===== src/ppcs_consts.svh =====
// timing, setpoint and width constants of the power-path charge sequencer
`ifndef PPCS_CONSTS_SVH
`define PPCS_CONSTS_SVH
`define PPCS_CLK_MHZ          100
`define PPCS_GOOD_DELAY_MS    500
`define PPCS_SWITCH_DELAY_MS  700
`define PPCS_HOLD_DELAY_MS    10
`define PPCS_DEGLITCH_MS      2
`define PPCS_DEAD_TIME_US     10
`define PPCS_SOFT_ON_US       20
`define PPCS_MS_CYC(ms)       ((ms) * 1000 * `PPCS_CLK_MHZ)
`define PPCS_US_CYC(us)       ((us) * `PPCS_CLK_MHZ)
`define PPCS_GOOD_CYC         `PPCS_MS_CYC(`PPCS_GOOD_DELAY_MS)
`define PPCS_SWITCH_CYC       `PPCS_MS_CYC(`PPCS_SWITCH_DELAY_MS)
`define PPCS_CHARGE_CYC       `PPCS_MS_CYC(`PPCS_SWITCH_DELAY_MS + `PPCS_HOLD_DELAY_MS)
`define PPCS_DEGLITCH_CYC     `PPCS_MS_CYC(`PPCS_DEGLITCH_MS)
`define PPCS_DEAD_CYC         `PPCS_US_CYC(`PPCS_DEAD_TIME_US)
`define PPCS_SOFT_CYC         `PPCS_US_CYC(`PPCS_SOFT_ON_US)
`define PPCS_DET_W            27
`define PPCS_DGL_W            18
`define PPCS_TMR_W            11
`define PPCS_CELLS_FLOAT      3'h2
`define PPCS_CELLS_GROUND     3'h3
`define PPCS_CELLS_REF        3'h4
`define PPCS_CELL_BASE_MV     16'hFA0
`define PPCS_CELL_DEFAULT_MV  16'h1068
`define PPCS_TRIM_SPAN_MV     16'h200
`define PPCS_TRIM_SHIFT       8
`endif


===== src/ppcs_pkg.sv =====
// types shared by the power-path charge sequencer
`default_nettype none
`include "ppcs_consts.svh"
package ppcs_pkg;
    typedef enum logic [2:0] {
        SEL_PACK      = 3'b000,
        SEL_BREAK_IN  = 3'b001,
        SEL_ADAPTER   = 3'b010,
        SEL_WAIT_DROP = 3'b011,
        SEL_BREAK_OUT = 3'b100
    } ppcs_sel_e;
    typedef struct packed {
        logic rail_above_4v;
        logic detect_above_0v6;
        logic detect_above_2v4;
        logic rail_above_undervoltage_lockout;
        logic rail_above_pack_185mv;
        logic sense_low_near_pack;
        logic input_overvoltage;
        logic thermal_shutdown;
        logic thermistor_in_window;
        logic ratio_ref_above_2v4;
        logic pack_below_2v9;
        logic input_over_limit;
        logic input_power_limiting;
        logic cells_above_low;
        logic cells_above_high;
        logic trim_at_supply;
        logic charge_enable_n;
        logic learn;
    } ppcs_comp_s;
    typedef struct packed {
        logic bias_partial;
        logic bias_full;
        logic input_current_monitor;
        logic gate_drive_supply;
        logic adapter_valid_out;
        logic adapter_switch;
        logic pack_switch;
        logic adapter_gate_slow;
        logic pack_gate_slow;
        logic charge_enable;
        logic dpm_active;
    } ppcs_ctl_s;
    typedef struct packed {
        logic [2:0]  cell_count;
        logic [15:0] voltage_target_mv;
        logic [7:0]  charge_limit_code;
    } ppcs_set_s;
    typedef struct packed {
        ppcs_comp_s                s1;
        ppcs_comp_s                s2;
        ppcs_sel_e                 sel;
        logic [`PPCS_DET_W-1:0]    det_cnt;
        logic [`PPCS_DGL_W-1:0]    dgl_cnt;
        logic                      chg_req;
        logic                      learn_exit;
        logic [`PPCS_TMR_W-1:0]    dead_cnt;
        logic [`PPCS_TMR_W-1:0]    soft_cnt;
        ppcs_ctl_s                 ctl;
        ppcs_set_s                 set;
    } ppcs_state_s;
endpackage
`default_nettype wire


===== src/ppcs_sequencer.sv =====
// power-path selection and charge-enable sequencing of the battery charger
`timescale 1ns/100ps
`default_nettype none
`include "ppcs_consts.svh"

module ppcs_sequencer
    import ppcs_pkg::*;
#(
    parameter int unsigned GOOD_CYC     = `PPCS_GOOD_CYC,
    parameter int unsigned SWITCH_CYC   = `PPCS_SWITCH_CYC,
    parameter int unsigned CHARGE_CYC   = `PPCS_CHARGE_CYC,
    parameter int unsigned DEGLITCH_CYC = `PPCS_DEGLITCH_CYC
)(
    input  wire logic       clock,
    input  wire logic       srst,
    input  wire ppcs_comp_s comp,
    input  wire logic [7:0] voltage_trim_code,
    input  wire logic [7:0] charge_current_code,
    output var  ppcs_ctl_s  ctl,
    output var  ppcs_set_s  setpoint
);
    localparam logic [`PPCS_TMR_W-1:0] DEAD_LAST = `PPCS_TMR_W'(`PPCS_DEAD_CYC - 1);
    localparam logic [`PPCS_TMR_W-1:0] SOFT_LOAD = `PPCS_TMR_W'(`PPCS_SOFT_CYC);

    ppcs_state_s r;
    ppcs_state_s next_r;
    logic        pwr_on;
    logic        full_on;
    logic        adp_ok;
    logic        t_good;
    logic        t_switch;
    logic        t_charge;
    logic        dgl_done;
    logic        dead_done;
    logic        learn_act;
    logic        switch_ok;
    logic [15:0] per_cell_mv;

    // cell-count decode of the two threshold comparators on the select pin
    function automatic logic [2:0] decode_cells(input logic above_low,
                                                input logic above_high);
        if (above_high)
            return `PPCS_CELLS_REF;
        else if (above_low)
            return `PPCS_CELLS_FLOAT;
        else
            return `PPCS_CELLS_GROUND;
    endfunction

    // levels derived from the synchronised comparators and the timers
    assign pwr_on    = r.s2.rail_above_4v;
    assign full_on   = pwr_on & r.s2.detect_above_0v6;
    assign adp_ok    = full_on & r.s2.detect_above_2v4;
    assign t_good    = r.det_cnt >= `PPCS_DET_W'(GOOD_CYC);
    assign t_switch  = r.det_cnt >= `PPCS_DET_W'(SWITCH_CYC);
    assign t_charge  = r.det_cnt >= `PPCS_DET_W'(CHARGE_CYC);
    assign dgl_done  = r.dgl_cnt >= `PPCS_DGL_W'(DEGLITCH_CYC);
    assign dead_done = r.dead_cnt >= DEAD_LAST;
    assign learn_act = adp_ok & r.s2.learn & ~r.learn_exit;
    assign switch_ok = adp_ok & t_switch & r.s2.rail_above_pack_185mv & ~learn_act;

    // per-cell target
    // product kept at 24 bits: code times span overflows 16 bits before the shift
    assign per_cell_mv = r.s2.trim_at_supply ? `PPCS_CELL_DEFAULT_MV :
        16'(24'(`PPCS_CELL_BASE_MV)
            + ((24'(voltage_trim_code) * 24'(`PPCS_TRIM_SPAN_MV)) >> `PPCS_TRIM_SHIFT));

    // next-state logic of the whole block
    always_comb
    begin
        next_r = r;
        next_r.s1 = comp;
        next_r.s2 = r.s1;

        if (!adp_ok)
            next_r.det_cnt = '0;
        else if (!t_charge)
            next_r.det_cnt = r.det_cnt + 1'b1;

        if (r.s2.charge_enable_n || !full_on)
        begin
            next_r.dgl_cnt = '0;
            next_r.chg_req = 1'b0;
        end
        else if (dgl_done)
            next_r.chg_req = 1'b1;
        else
            next_r.dgl_cnt = r.dgl_cnt + 1'b1;

        // auto exit of learn; set wins over clear
        if (learn_act && r.s2.pack_below_2v9)
            next_r.learn_exit = 1'b1;
        else if (!r.s2.learn)
            next_r.learn_exit = 1'b0;

        // selector state machine, break-before-make in both directions
        case (r.sel)
            SEL_PACK:
            begin
                if (switch_ok)
                    next_r.sel = SEL_BREAK_IN;
            end
            SEL_BREAK_IN:
            begin
                if (!switch_ok)
                    next_r.sel = SEL_BREAK_OUT;
                else if (dead_done)
                    next_r.sel = SEL_ADAPTER;
            end
            SEL_ADAPTER:
            begin
                if (learn_act)
                    next_r.sel = SEL_BREAK_OUT;
                else if (!adp_ok)
                    next_r.sel = SEL_WAIT_DROP;
            end
            SEL_WAIT_DROP:
            begin
                // wait for sense node near pack
                if (adp_ok)
                    next_r.sel = SEL_ADAPTER;
                else if (r.s2.sense_low_near_pack)
                    next_r.sel = SEL_BREAK_OUT;
            end
            SEL_BREAK_OUT:
            begin
                if (dead_done)
                    next_r.sel = SEL_PACK;
            end
            default:
                next_r.sel = SEL_PACK;
        endcase
        // no rail: selector parks at its power-up state
        if (!pwr_on)
            next_r.sel = SEL_PACK;

        // dead-time counter restarts on each state change
        if (next_r.sel != r.sel)
            next_r.dead_cnt = '0;
        else if (!dead_done)
            next_r.dead_cnt = r.dead_cnt + 1'b1;

        next_r.ctl.pack_switch    = pwr_on && (next_r.sel == SEL_PACK);
        // adapter drive only after the break state
        next_r.ctl.adapter_switch = pwr_on && (next_r.sel == SEL_ADAPTER
                                            || next_r.sel == SEL_WAIT_DROP);

        // slow turn-on window, turn-off is immediate
        if ((next_r.ctl.pack_switch && !r.ctl.pack_switch)
            || (next_r.ctl.adapter_switch && !r.ctl.adapter_switch))
            next_r.soft_cnt = SOFT_LOAD;
        else if (r.soft_cnt != '0)
            next_r.soft_cnt = r.soft_cnt - 1'b1;
        next_r.ctl.pack_gate_slow    = next_r.ctl.pack_switch && (next_r.soft_cnt != '0);
        next_r.ctl.adapter_gate_slow = next_r.ctl.adapter_switch && (next_r.soft_cnt != '0);

        next_r.ctl.bias_partial          = pwr_on && !full_on;
        // full bias, monitor and gated supply
        next_r.ctl.bias_full             = full_on;
        next_r.ctl.input_current_monitor = full_on;
        next_r.ctl.gate_drive_supply     = full_on && next_r.chg_req;
        // adapter valid after the good delay
        next_r.ctl.adapter_valid_out     = adp_ok && t_good;

        next_r.ctl.charge_enable = next_r.chg_req && adp_ok && t_charge
            && r.s2.rail_above_undervoltage_lockout && r.s2.rail_above_pack_185mv
            && !r.s2.input_overvoltage && !r.s2.thermal_shutdown
            && r.s2.thermistor_in_window && r.s2.ratio_ref_above_2v4
            && !r.s2.learn;

        // step the limit down while input current is over
        next_r.ctl.dpm_active = full_on && r.s2.input_power_limiting
                                && r.s2.input_over_limit;
        // otherwise track the ratio code, full scale is 100 mV sense
        if (next_r.ctl.dpm_active)
        begin
            if (r.set.charge_limit_code != 8'h00)
                next_r.set.charge_limit_code = r.set.charge_limit_code - 8'h01;
        end
        else if (r.set.charge_limit_code < charge_current_code)
            next_r.set.charge_limit_code = r.set.charge_limit_code + 8'h01;
        else
            next_r.set.charge_limit_code = charge_current_code;

        // cell count from the select pin
        next_r.set.cell_count = decode_cells(r.s2.cells_above_low, r.s2.cells_above_high);
        next_r.set.voltage_target_mv = 16'(per_cell_mv * 16'(r.set.cell_count));
    end

    // state register; reset leaves every switch and enable off
    always_ff @(posedge clock)
    begin
        if (srst)
            r <= '0;
        else
            r <= next_r;
    end

    assign ctl      = r.ctl;
    assign setpoint = r.set;

    // consecutive cycles with both selector switches off, for dead-time checks
    logic [`PPCS_TMR_W-1:0] off_run;
    always_ff @(posedge clock)
    begin
        if (srst)
            off_run <= '0;
        else if (r.ctl.adapter_switch || r.ctl.pack_switch)
            off_run <= '0;
        else if (off_run != '1)
            off_run <= off_run + 1'b1;
    end
endmodule // ppcs_sequencer
`default_nettype wire


===== config.mk =====
export PLATFORM = sky130hd
export DESIGN_NAME = ppcs_sequencer
export DESIGN_NICKNAME = d
export VERILOG_FILES = /design/src/ppcs_pkg.sv /design/src/ppcs_sequencer.sv
export VERILOG_INCLUDE_DIRS = /design/src
export SDC_FILE = /design/constraint.sdc
export NUM_CORES = 1
export LEC_CHECK = 0
export ABC_AREA = 1
export BUFFER_PORTS_ARGS = -buffer_cell sky130_fd_sc_hd__buf_2
export CORE_MARGIN = 4
export CORE_UTILIZATION = 60
export DETAILED_ROUTE_END_ITERATION = 8
export PLACE_DENSITY = 0.86
export SYNTH_ARGS = -nofsm -noshare
export SYNTH_HDL_FRONTEND = slang
export SYNTH_SLANG_ARGS = --single-unit

===== constraint.sdc =====
create_clock -name clock -period 5.2 [get_ports clock]
set_clock_uncertainty 0.2 [all_clocks]
set_input_delay 1.3 -clock clock [delete_from_list [all_inputs] [get_ports clock]]
set_output_delay 1.3 -clock clock [all_outputs]
set_load 0.02 [all_outputs]

# == Word-level counts from Yosys, hierarchy flattened ==
# Index checks and enable logic that the tools add are counted.
# Widths: inputs -> output; s select.
# word_totals
register_bits,145
in_bits,36
out_inout_bits,38
wordCells,151
# op_classes
n_addsub,7
mul,1
magnitude_cmp,6
n_eq_ne,9
n_mux,22
bitwise,10
reduce_logical,39
# ops
cell,n
$ge 27x27->1 const B,2
$mux 3,10
$add 27x1->27 const B,1
$ge 27x26->1 const B,1
$mux 8,3
$mux 11,2
$reduce_bool 11->1,2
$logic_and 1x1->1,21
$add 18x1->18 const B,1
$ge 18x18->1 const B,1
$mul 13x3->16,1
$pmux 3 s5,1
$add 12x9->13 const A,1
$mux 13,1
$eq 3x2->1 const B,4
$add 11x1->11 const B,1
$ge 11x10->1 const B,1
$sub 11x1->11 const B,1
$add 8x1->8 const B,1
$lt 8x8->1,1
$reduce_bool 8->1,1
$reduce_or 2->1,4
$sub 8x1->8 const B,1
$and 1x1->1,7
other kinds (9),24

# == Longest topological paths before layout ==
# Gate-level depths: netlist of the first run.
# depth
depth_word,17
ltp_mapped,18
depth_no_buf,18

# == Worst setup path before layout of the first run ==
# No wires, ideal clock.
# synth_timing
kind,input to register
startpoint,in voltage_trim_code[4]
endpoint,reg r (netlist bit setpoint[23])
setup_ps,56
t_arrival_ps,4201
required_ps,4944
path_slack_ps,743
cell_stages,18
n_path_buf,0
cell_sequence,ha_1 -> or2_2 -> nor3_1 -> inv_1 -> nor2_1 -> inv_1 -> fa_1 -> inv_1 -> ha_1 -> inv_1 -> nor4_1 -> nand2_1 -> nand2_1 -> a31oi_1 -> or2_2 -> a21boi_0 -> o21ai_0 -> inv_1
# synth_between
elab_chain_len,3
# synth_lines
item,line_no,rtl
from (decl),ppcs_sequencer.sv:17,"input wire logic [7:0] voltage_trim_code,"
$add 12x9->13,ppcs_sequencer.sv:65,16'(24'(`PPCS_CELL_BASE_MV)
$mux 13,ppcs_sequencer.sv:64,assign per_cell_mv = r.s2.trim_at_supply ? `PPCS_CELL_DEFAULT_MV :
$mul 13x3->16,ppcs_sequencer.sv:187,next_r.set.voltage_target_mv = 16'(per_cell_mv * 16'(r.set.cell_count));
to (signal assigned),ppcs_sequencer.sv:196,r <= next_r;
to (decl),ppcs_sequencer.sv:25,ppcs_state_s r;
# Every way passes these cells.
# A chain may end at the register's enable or synchronous reset.

# == Final worst setup path of the first run ==
# Same ends and word-level chain as after synthesis.

==> results of run 1 <==
==> sequential cells by signal, summed over array words and instances (netlist names) <==
register and count:
r 89, next_r 18, ctl 10, pwr_on 1, setpoint 26
==> routing by layer <==
layer | vias up | global-route usage | part of all wire
met3 | 36 | 0.05850 | 0.065
met5 | - | 0 | 0
met1 | 3066 | 0.2847 | 0.43
met4 | 0 | 0.08683 | 0.020
li1 | 3473 | - | -
met2 | 224 | 0.3898 | 0.48
==> placed cells by master (no fill, tap or decap), drive strengths merged, types with 2 or more instances in the layout <==
cell type,count
inv,200
a31oi,7
nand3,51
clkbuf,21
o211ai,3
ha,32
or2,6
fa,11
bufinv,2
clkinv,4
nand2,159
xor2,18
o221ai,2
a21oi,79
nor2,142
nand3b,2
clkinvlp,2
dfxtp,144
o21ai,65
o21a,2
a21boi,2
and3,2
nor4,12
xnor2,8
nor3b,8
nand4,19
buf,73
nor3,35
a211oi,2
==> where the power goes <==
group	leakage, nW	internal [W]	total, W	switching (W)
Clock	0.284	0.000736	0.00121	0.000475
Combinational	2.44	0.000242	0.000639	0.000397
Sequential	1.18	0.00118	0.00125	0.0000709
==> stage by stage <==
step           power (W)  cells  instance area, µm²  setup WS, ns    util
6_report        0.003098   1295                8534        0.6053  0.6735
5_1_grt         0.003259   1295                8534        0.3145  0.6735
4_1_cts         0.003106   1295                8534        0.6295  0.6735
3_5_place_dp    0.001886   1263                7945        0.3448  0.6270
3_3_place_gp    0.001862   1263                7945        0.4316  0.6270
2_1_floorplan   0.001781   1079                7766        0.7428       -
==> final cells by class <==
class | instances | share of cell area
Inverter | 197 | 0.08664
Clock buffer | 21 | 0.05395
Clock inverter | 11 | 0.01510
Timing Repair Buffer | 73 | 0.04310
Multi-Input combinational cell | 677 | 0.4382
Tap cell | 172 | 0.02522
Sequential cell | 144 | 0.3378
==> logic make-up after synthesis <==
logic type      Yosys count
other cells               1
fa+ha+maj                43
simple gates            438
flops                   144
compound gates          169
buf+inv                 258
xor+xnor                 26
==> path summary, 6_finish.rpt <==
| kind | end | from |
|---|---|---|
| worst max register to register | setpoint[23] | r[112] |
| worst min register to register | setpoint[24] | r[114] |
| worst min-delay path | setpoint[24] | r[114] |
| worst max-delay path | setpoint[23] | voltage_trim_code[4] |
==> worst reg2reg max path: stages, from the launching register on <==
cell and delay, ns:
dfxtp_1 0.41, nor3_1 0.31, inv_1 0.12, nor2_1 0.22
inv_1 0.10, fa_1 0.54, inv_1 0.05, ha_1 0.29
inv_1 0.09, nor4_1 0.36, nand2_1 0.09, nand2_1 0.06
a31oi_1 0.05, or2_2 0.31, a21boi_0 0.16, o21ai_0 0.09
inv_1 0.08
==> flow_summary.toml, run 1 <==
[sta]
timing.slew.headroom = 0.3397
setup_viol = 0
slew_viol_final = 0
tightest_slew_ns = 0.9868
finalHoldViolCount = 0
fin_tns_setup_ns = 0
finalHoldWorstSlack_ns = 0.1797
fmaxAchievable_mhz = 217.6
rsz0062_at_grt = "no"
timing.final.crit_share = 0.8836
finalCriticalPeriod_ns = 4.595

[drt]
vias = 6799
avgViaCountPerCell = 5.250
drt_wl_total_um = 16470
drtIter0Drc = 486
wire_per_inst_um = 12.71
firstDrtPassIters = 6
drc = 0
final_antenna_net_count = 0

[setup_path]
worstSetupPathType = "in2reg"
worst_ep_required_time_ns = 5.37
slowest_delay_ns = 0.54
crit_fanout = 6
critPathBufInv = 6
end_kind = "flip-flop"
cp.depth = 19
critPathSlowestCell = "fa_1"
cp_top_family = "simple AND/OR/NAND/NOR gates"
critPathLaunchType = "primary input"
cp.arrival_ns = 4.76
cpMostUsedCell = "inv_1"
path_cells = "buf_2 -> ha_1 -> or2_2 -> nor3_1 -> inv_1 -> nor2_1 -> inv_1 -> fa_1 -> inv_1 -> ha_1 -> inv_1 -> nor4_1 -> nand2_1 -> nand2_1 -> a31oi_1 -> or2_2 -> a21boi_0 -> o21ai_0 -> inv_1"
rr_worst_depth = 16
reg2reg_slack_ns = 1.62

[floorplan]
core_area_mm2 = 0.01267
rows = 41
die_w_um = 121.8
start_util = 0.6129
pin_count = 74
die_area_mm2 = 0.01483
die_y_um = 121.8

[cts]
cts_buffer_depth = 2
cts_hold_buf = 0
cts_tree = "yes"
post_cts_buffers = 0
htree_levels = 4
insertion_delay_ns = 0.42
numCtsBuffers = 17
clk_pin_slew_worst_paths_ns = 0.06
cts-root-buf = "clkbuf_16"
cts_sinks = 144
cts_resized = 0

[synthesis]
synth_flop_cell = "dfxtp_1"
synth.distinct_cells = 50
synth_xor_area_frac = 0.02932
synth.top_cell.area_share = 0.3712
synth_adder_area_share = 0.07991
synthArstFlopShare = 0
synth_top_cells_by_count = "194 x inv_1, 152 x nand2_1, 144 x dfxtp_1"
syn_area_mm2 = 0.007766
synth_top_family_by_area = "simple AND/OR/NAND/NOR gates"
synthMuxAreaShare = 0
synth_top_area_cell = "dfxtp_1"
synth_seq_area_share = 0.3712
synthSimpleGateAreaFrac = 0.2549
avgSynthCellArea_um2 = 7.198
ys_top_cells_by_area = "dfxtp_1 37%, inv_1 9.4%, nand2_1 7.3%"
synth_edf_count = 0
syn_inst = 1079
synth_nets = 1158
ys_seq_elements = 144
synth.most_common_cell = "inv_1"
synth_compound_area_frac = 0.1170
yosys_warnings = 0

[grt]
grt_max_degree = 60
grt_antenna_before_repair = 0
grt_pass1_vias = 6320
grt.overflow.total = 0
grt_usage = 0.2309
grt_pass1_wl_um = 27980

[place]
dpl.hpwl_um = 11680
routabilityCongestion = 0.9171
io_buffers = 72

[finish]
multiInputGateArea_mm2 = 0.003740
diodes = 0
final_layout_size_suffix_gt1_frac = 0.1175
nets = 1189
n_fill_cell = 1048
layout.area.seq_mm2 = 0.002883
area_delta_synth_final_pct = 9.892

[min_path]
min_path_type = "reg2reg"
whs_path_depth = 1

[power]
p_leak_nw = 3.902
vdd_ir_drop_max_mv = 0.2436
powerDensity_mw_per_mm2 = 363.0

[job]
cap_violations = 0

[status]
outcome = "complete, no violations"
(Power assumes the default switching activity.)
==> inputs of run 2 (changes only) <==
--- a/config.mk
+++ b/config.mk
@@ -7,9 +7,10 @@
 export NUM_CORES = 1
 export LEC_CHECK = 0
 export ABC_AREA = 1
-export BUFFER_PORTS_ARGS = -buffer_cell sky130_fd_sc_hd__buf_2
+export BUFFER_PORTS_ARGS = -buffer_cell sky130_fd_sc_hd__clkbuf_2
 export CORE_MARGIN = 4
 export CORE_UTILIZATION = 60
+export CTS_CLUSTER_SIZE = 28
 export DETAILED_ROUTE_END_ITERATION = 8
 export PLACE_DENSITY = 0.86
 export SYNTH_ARGS = -nofsm -noshare
==> run 2 against run 1 <==
Net effect: wire length shrank 0.94%; count of clock-buffer cells in the layout shrank 3; flip-flop and latch count is the same; via count is essentially flat; register-to-register slack is essentially flat; maximum frequency shrank 0.30%; cell count is essentially flat; combinational power shrank 0.8%; sequential share of layout area is essentially flat.
==> flow_summary.toml, run 2 (same netlist as run 1, synthesis figures left out) <==
[place]
place_inst = 1263
place_area_mm2 = 0.007945
io_buffers = 72
routabilityCongestion = 0.9350
dpl.hpwl_um = 11480

[setup_path]
path_cells = "clkbuf_2 -> ha_1 -> or2_2 -> nor3_1 -> inv_1 -> nor2_1 -> inv_1 -> fa_1 -> inv_1 -> ha_1 -> inv_1 -> nor4_1 -> nand2_1 -> nand2_1 -> a31oi_1 -> or2_2 -> a21boi_0 -> o21ai_0 -> inv_1"
slowest_delay_ns = 0.56
r2r_end = "setpoint[23]"
end_kind = "flip-flop"
worstSetupPathType = "in2reg"
critPathBufInv = 6
cpMostUsedCell = "inv_1"
crit_fanout = 6
cp_top_family = "simple AND/OR/NAND/NOR gates"
rr_worst_depth = 16
worst_ep_required_time_ns = 5.37
critPathSlowestCell = "fa_1"
critPathLaunchType = "primary input"
worstReg2RegStart = "r[112]"
cp.arrival_ns = 4.77
reg2reg_slack_ns = 1.62

[drt]
avgViaCountPerCell = 5.251
firstDrtPassIters = 5
drtIter0Drc = 426
drc = 0
wire_per_inst_um = 12.60
vias = 6795
drt_wl_total_um = 16310
final_antenna_net_count = 0

[finish]
layout_common_cells = "194 x inv_1, 152 x nand2_1, 144 x dfxtp_1"
final_cell_area_mm2 = 0.008539
multiInputGateArea_mm2 = 0.003740
nets = 1189
fin_cells = 1294
layout_commonest_cell = "inv_1"
largest_reg_flops = 89
diodes = 0
layout.area.seq_mm2 = 0.002883
n_fill_cell = 1050
largest_register = "r"
area_delta_synth_final_pct = 9.957
final_layout_size_suffix_gt1_frac = 0.1176

[power]
powerDensity_mw_per_mm2 = 363.8
p_leak_nw = 3.889
vdd_ir_drop_max_mv = 0.2364
power_w = 0.003106

[sta]
slew_viol_final = 0
fin_tns_setup_ns = 0
tightest_slew_ns = 1.031
setup_viol = 0
fmaxAchievable_mhz = 217.0
rsz0062_at_grt = "no"
finalHoldWorstSlack_ns = 0.1807
finalCriticalPeriod_ns = 4.608
timing.slew.headroom = 0.3104
finalHoldViolCount = 0
timing.final.crit_share = 0.8862

[cts]
cts_resized = 0
insertion_delay_ns = 0.41
post_cts_buffers = 0
numCtsBuffers = 17
cts-root-buf = "clkbuf_16"
cts_hold_buf = 0
cts_buffer_depth = 2
clk_pin_slew_worst_paths_ns = 0.06
cts_sinks = 144
cts_tree = "yes"
htree_levels = 4

[floorplan]
core_area_mm2 = 0.01267
die_y_um = 121.8
die_area_mm2 = 0.01483
start_util = 0.6129
pin_count = 74
rows = 41
die_w_um = 121.8

[min_path]
hold_start = "r[114]"
hold_end = "setpoint[24]"
whs_path_depth = 1
min_path_type = "reg2reg"

[status]
outcome = "complete, no violations"

[grt]
grt_pass1_vias = 6433
grt_pass1_wl_um = 28120
grt_usage = 0.2303
grt_max_degree = 59
grt.overflow.total = 0
grt_antenna_before_repair = 0

[job]
cap_violations = 0
## run 2: cell count changes in the layout (fill, tap and decap cells not counted), sizes merged
| cell | before | now |
|---|---|---|
| buf | 73 | 1 |
| clkbuf | 21 | 90 |
| clkinvlp | 2 | 1 |
| clkinv | 4 | 8 |
| inv | 200 | 198 |
| bufinv | 2 | 3 |
## run 2: through the flow
stage,utilization,worst slack (ns)
5_1_grt,0.6739,0.3089
4_1_cts,0.6739,0.6116
2_1_floorplan,-,0.7428
6_report,0.6739,0.5916
3_3_place_gp,0.6270,0.4480
3_5_place_dp,0.6270,0.3550
## run 2: layer usage
metal / track usage / wire length [µm] / up-vias
li1: - / - / 3463
met1: 0.2836 / 7032 / 3072
met2: 0.3981 / 7973 / 232
met3: 0.04921 / 996 / 28
met4: 0.08263 / 308 / 0
met5: 0 / 0 / -
## run 2: layout make-up
| cell class | count | area share |
|---|---|---|
| flip-flops and latches | 144 | 0.3376 |
| clock buffers | 18 | 0.05026 |
| repair buffers | 73 | 0.04308 |
| multi-input cells | 677 | 0.4379 |
| well taps | 172 | 0.02520 |
| clock inverters | 13 | 0.01934 |
| inverters | 197 | 0.08659 |
## run 2: how the worst max path moves through the flow
| stage | endpoint | slack, ns | cells after the start | from |
|---|---|---|---|---|
| 2_1_floorplan | setpoint[23] | 0.74 | 18 | voltage_trim_code[4] |
| 3_3_place_gp | setpoint[23] | 0.45 | 19 | voltage_trim_code[4] |
| 3_5_place_dp | setpoint[23] | 0.35 | 19 | voltage_trim_code[4] |
| 4_1_cts | setpoint[23] | 0.61 | 19 | voltage_trim_code[4] |
| 5_1_grt | setpoint[23] | 0.31 | 19 | voltage_trim_code[4] |
| 6_report | setpoint[23] | 0.59 | 19 | voltage_trim_code[4] |
## run 2: report_power, final
part	internal [W]	switching, W	total, W
Combinational	0.000241	0.000392	0.000634
Clock	0.000753	0.000470	0.00122
Sequential	0.00118	0.0000712	0.00125
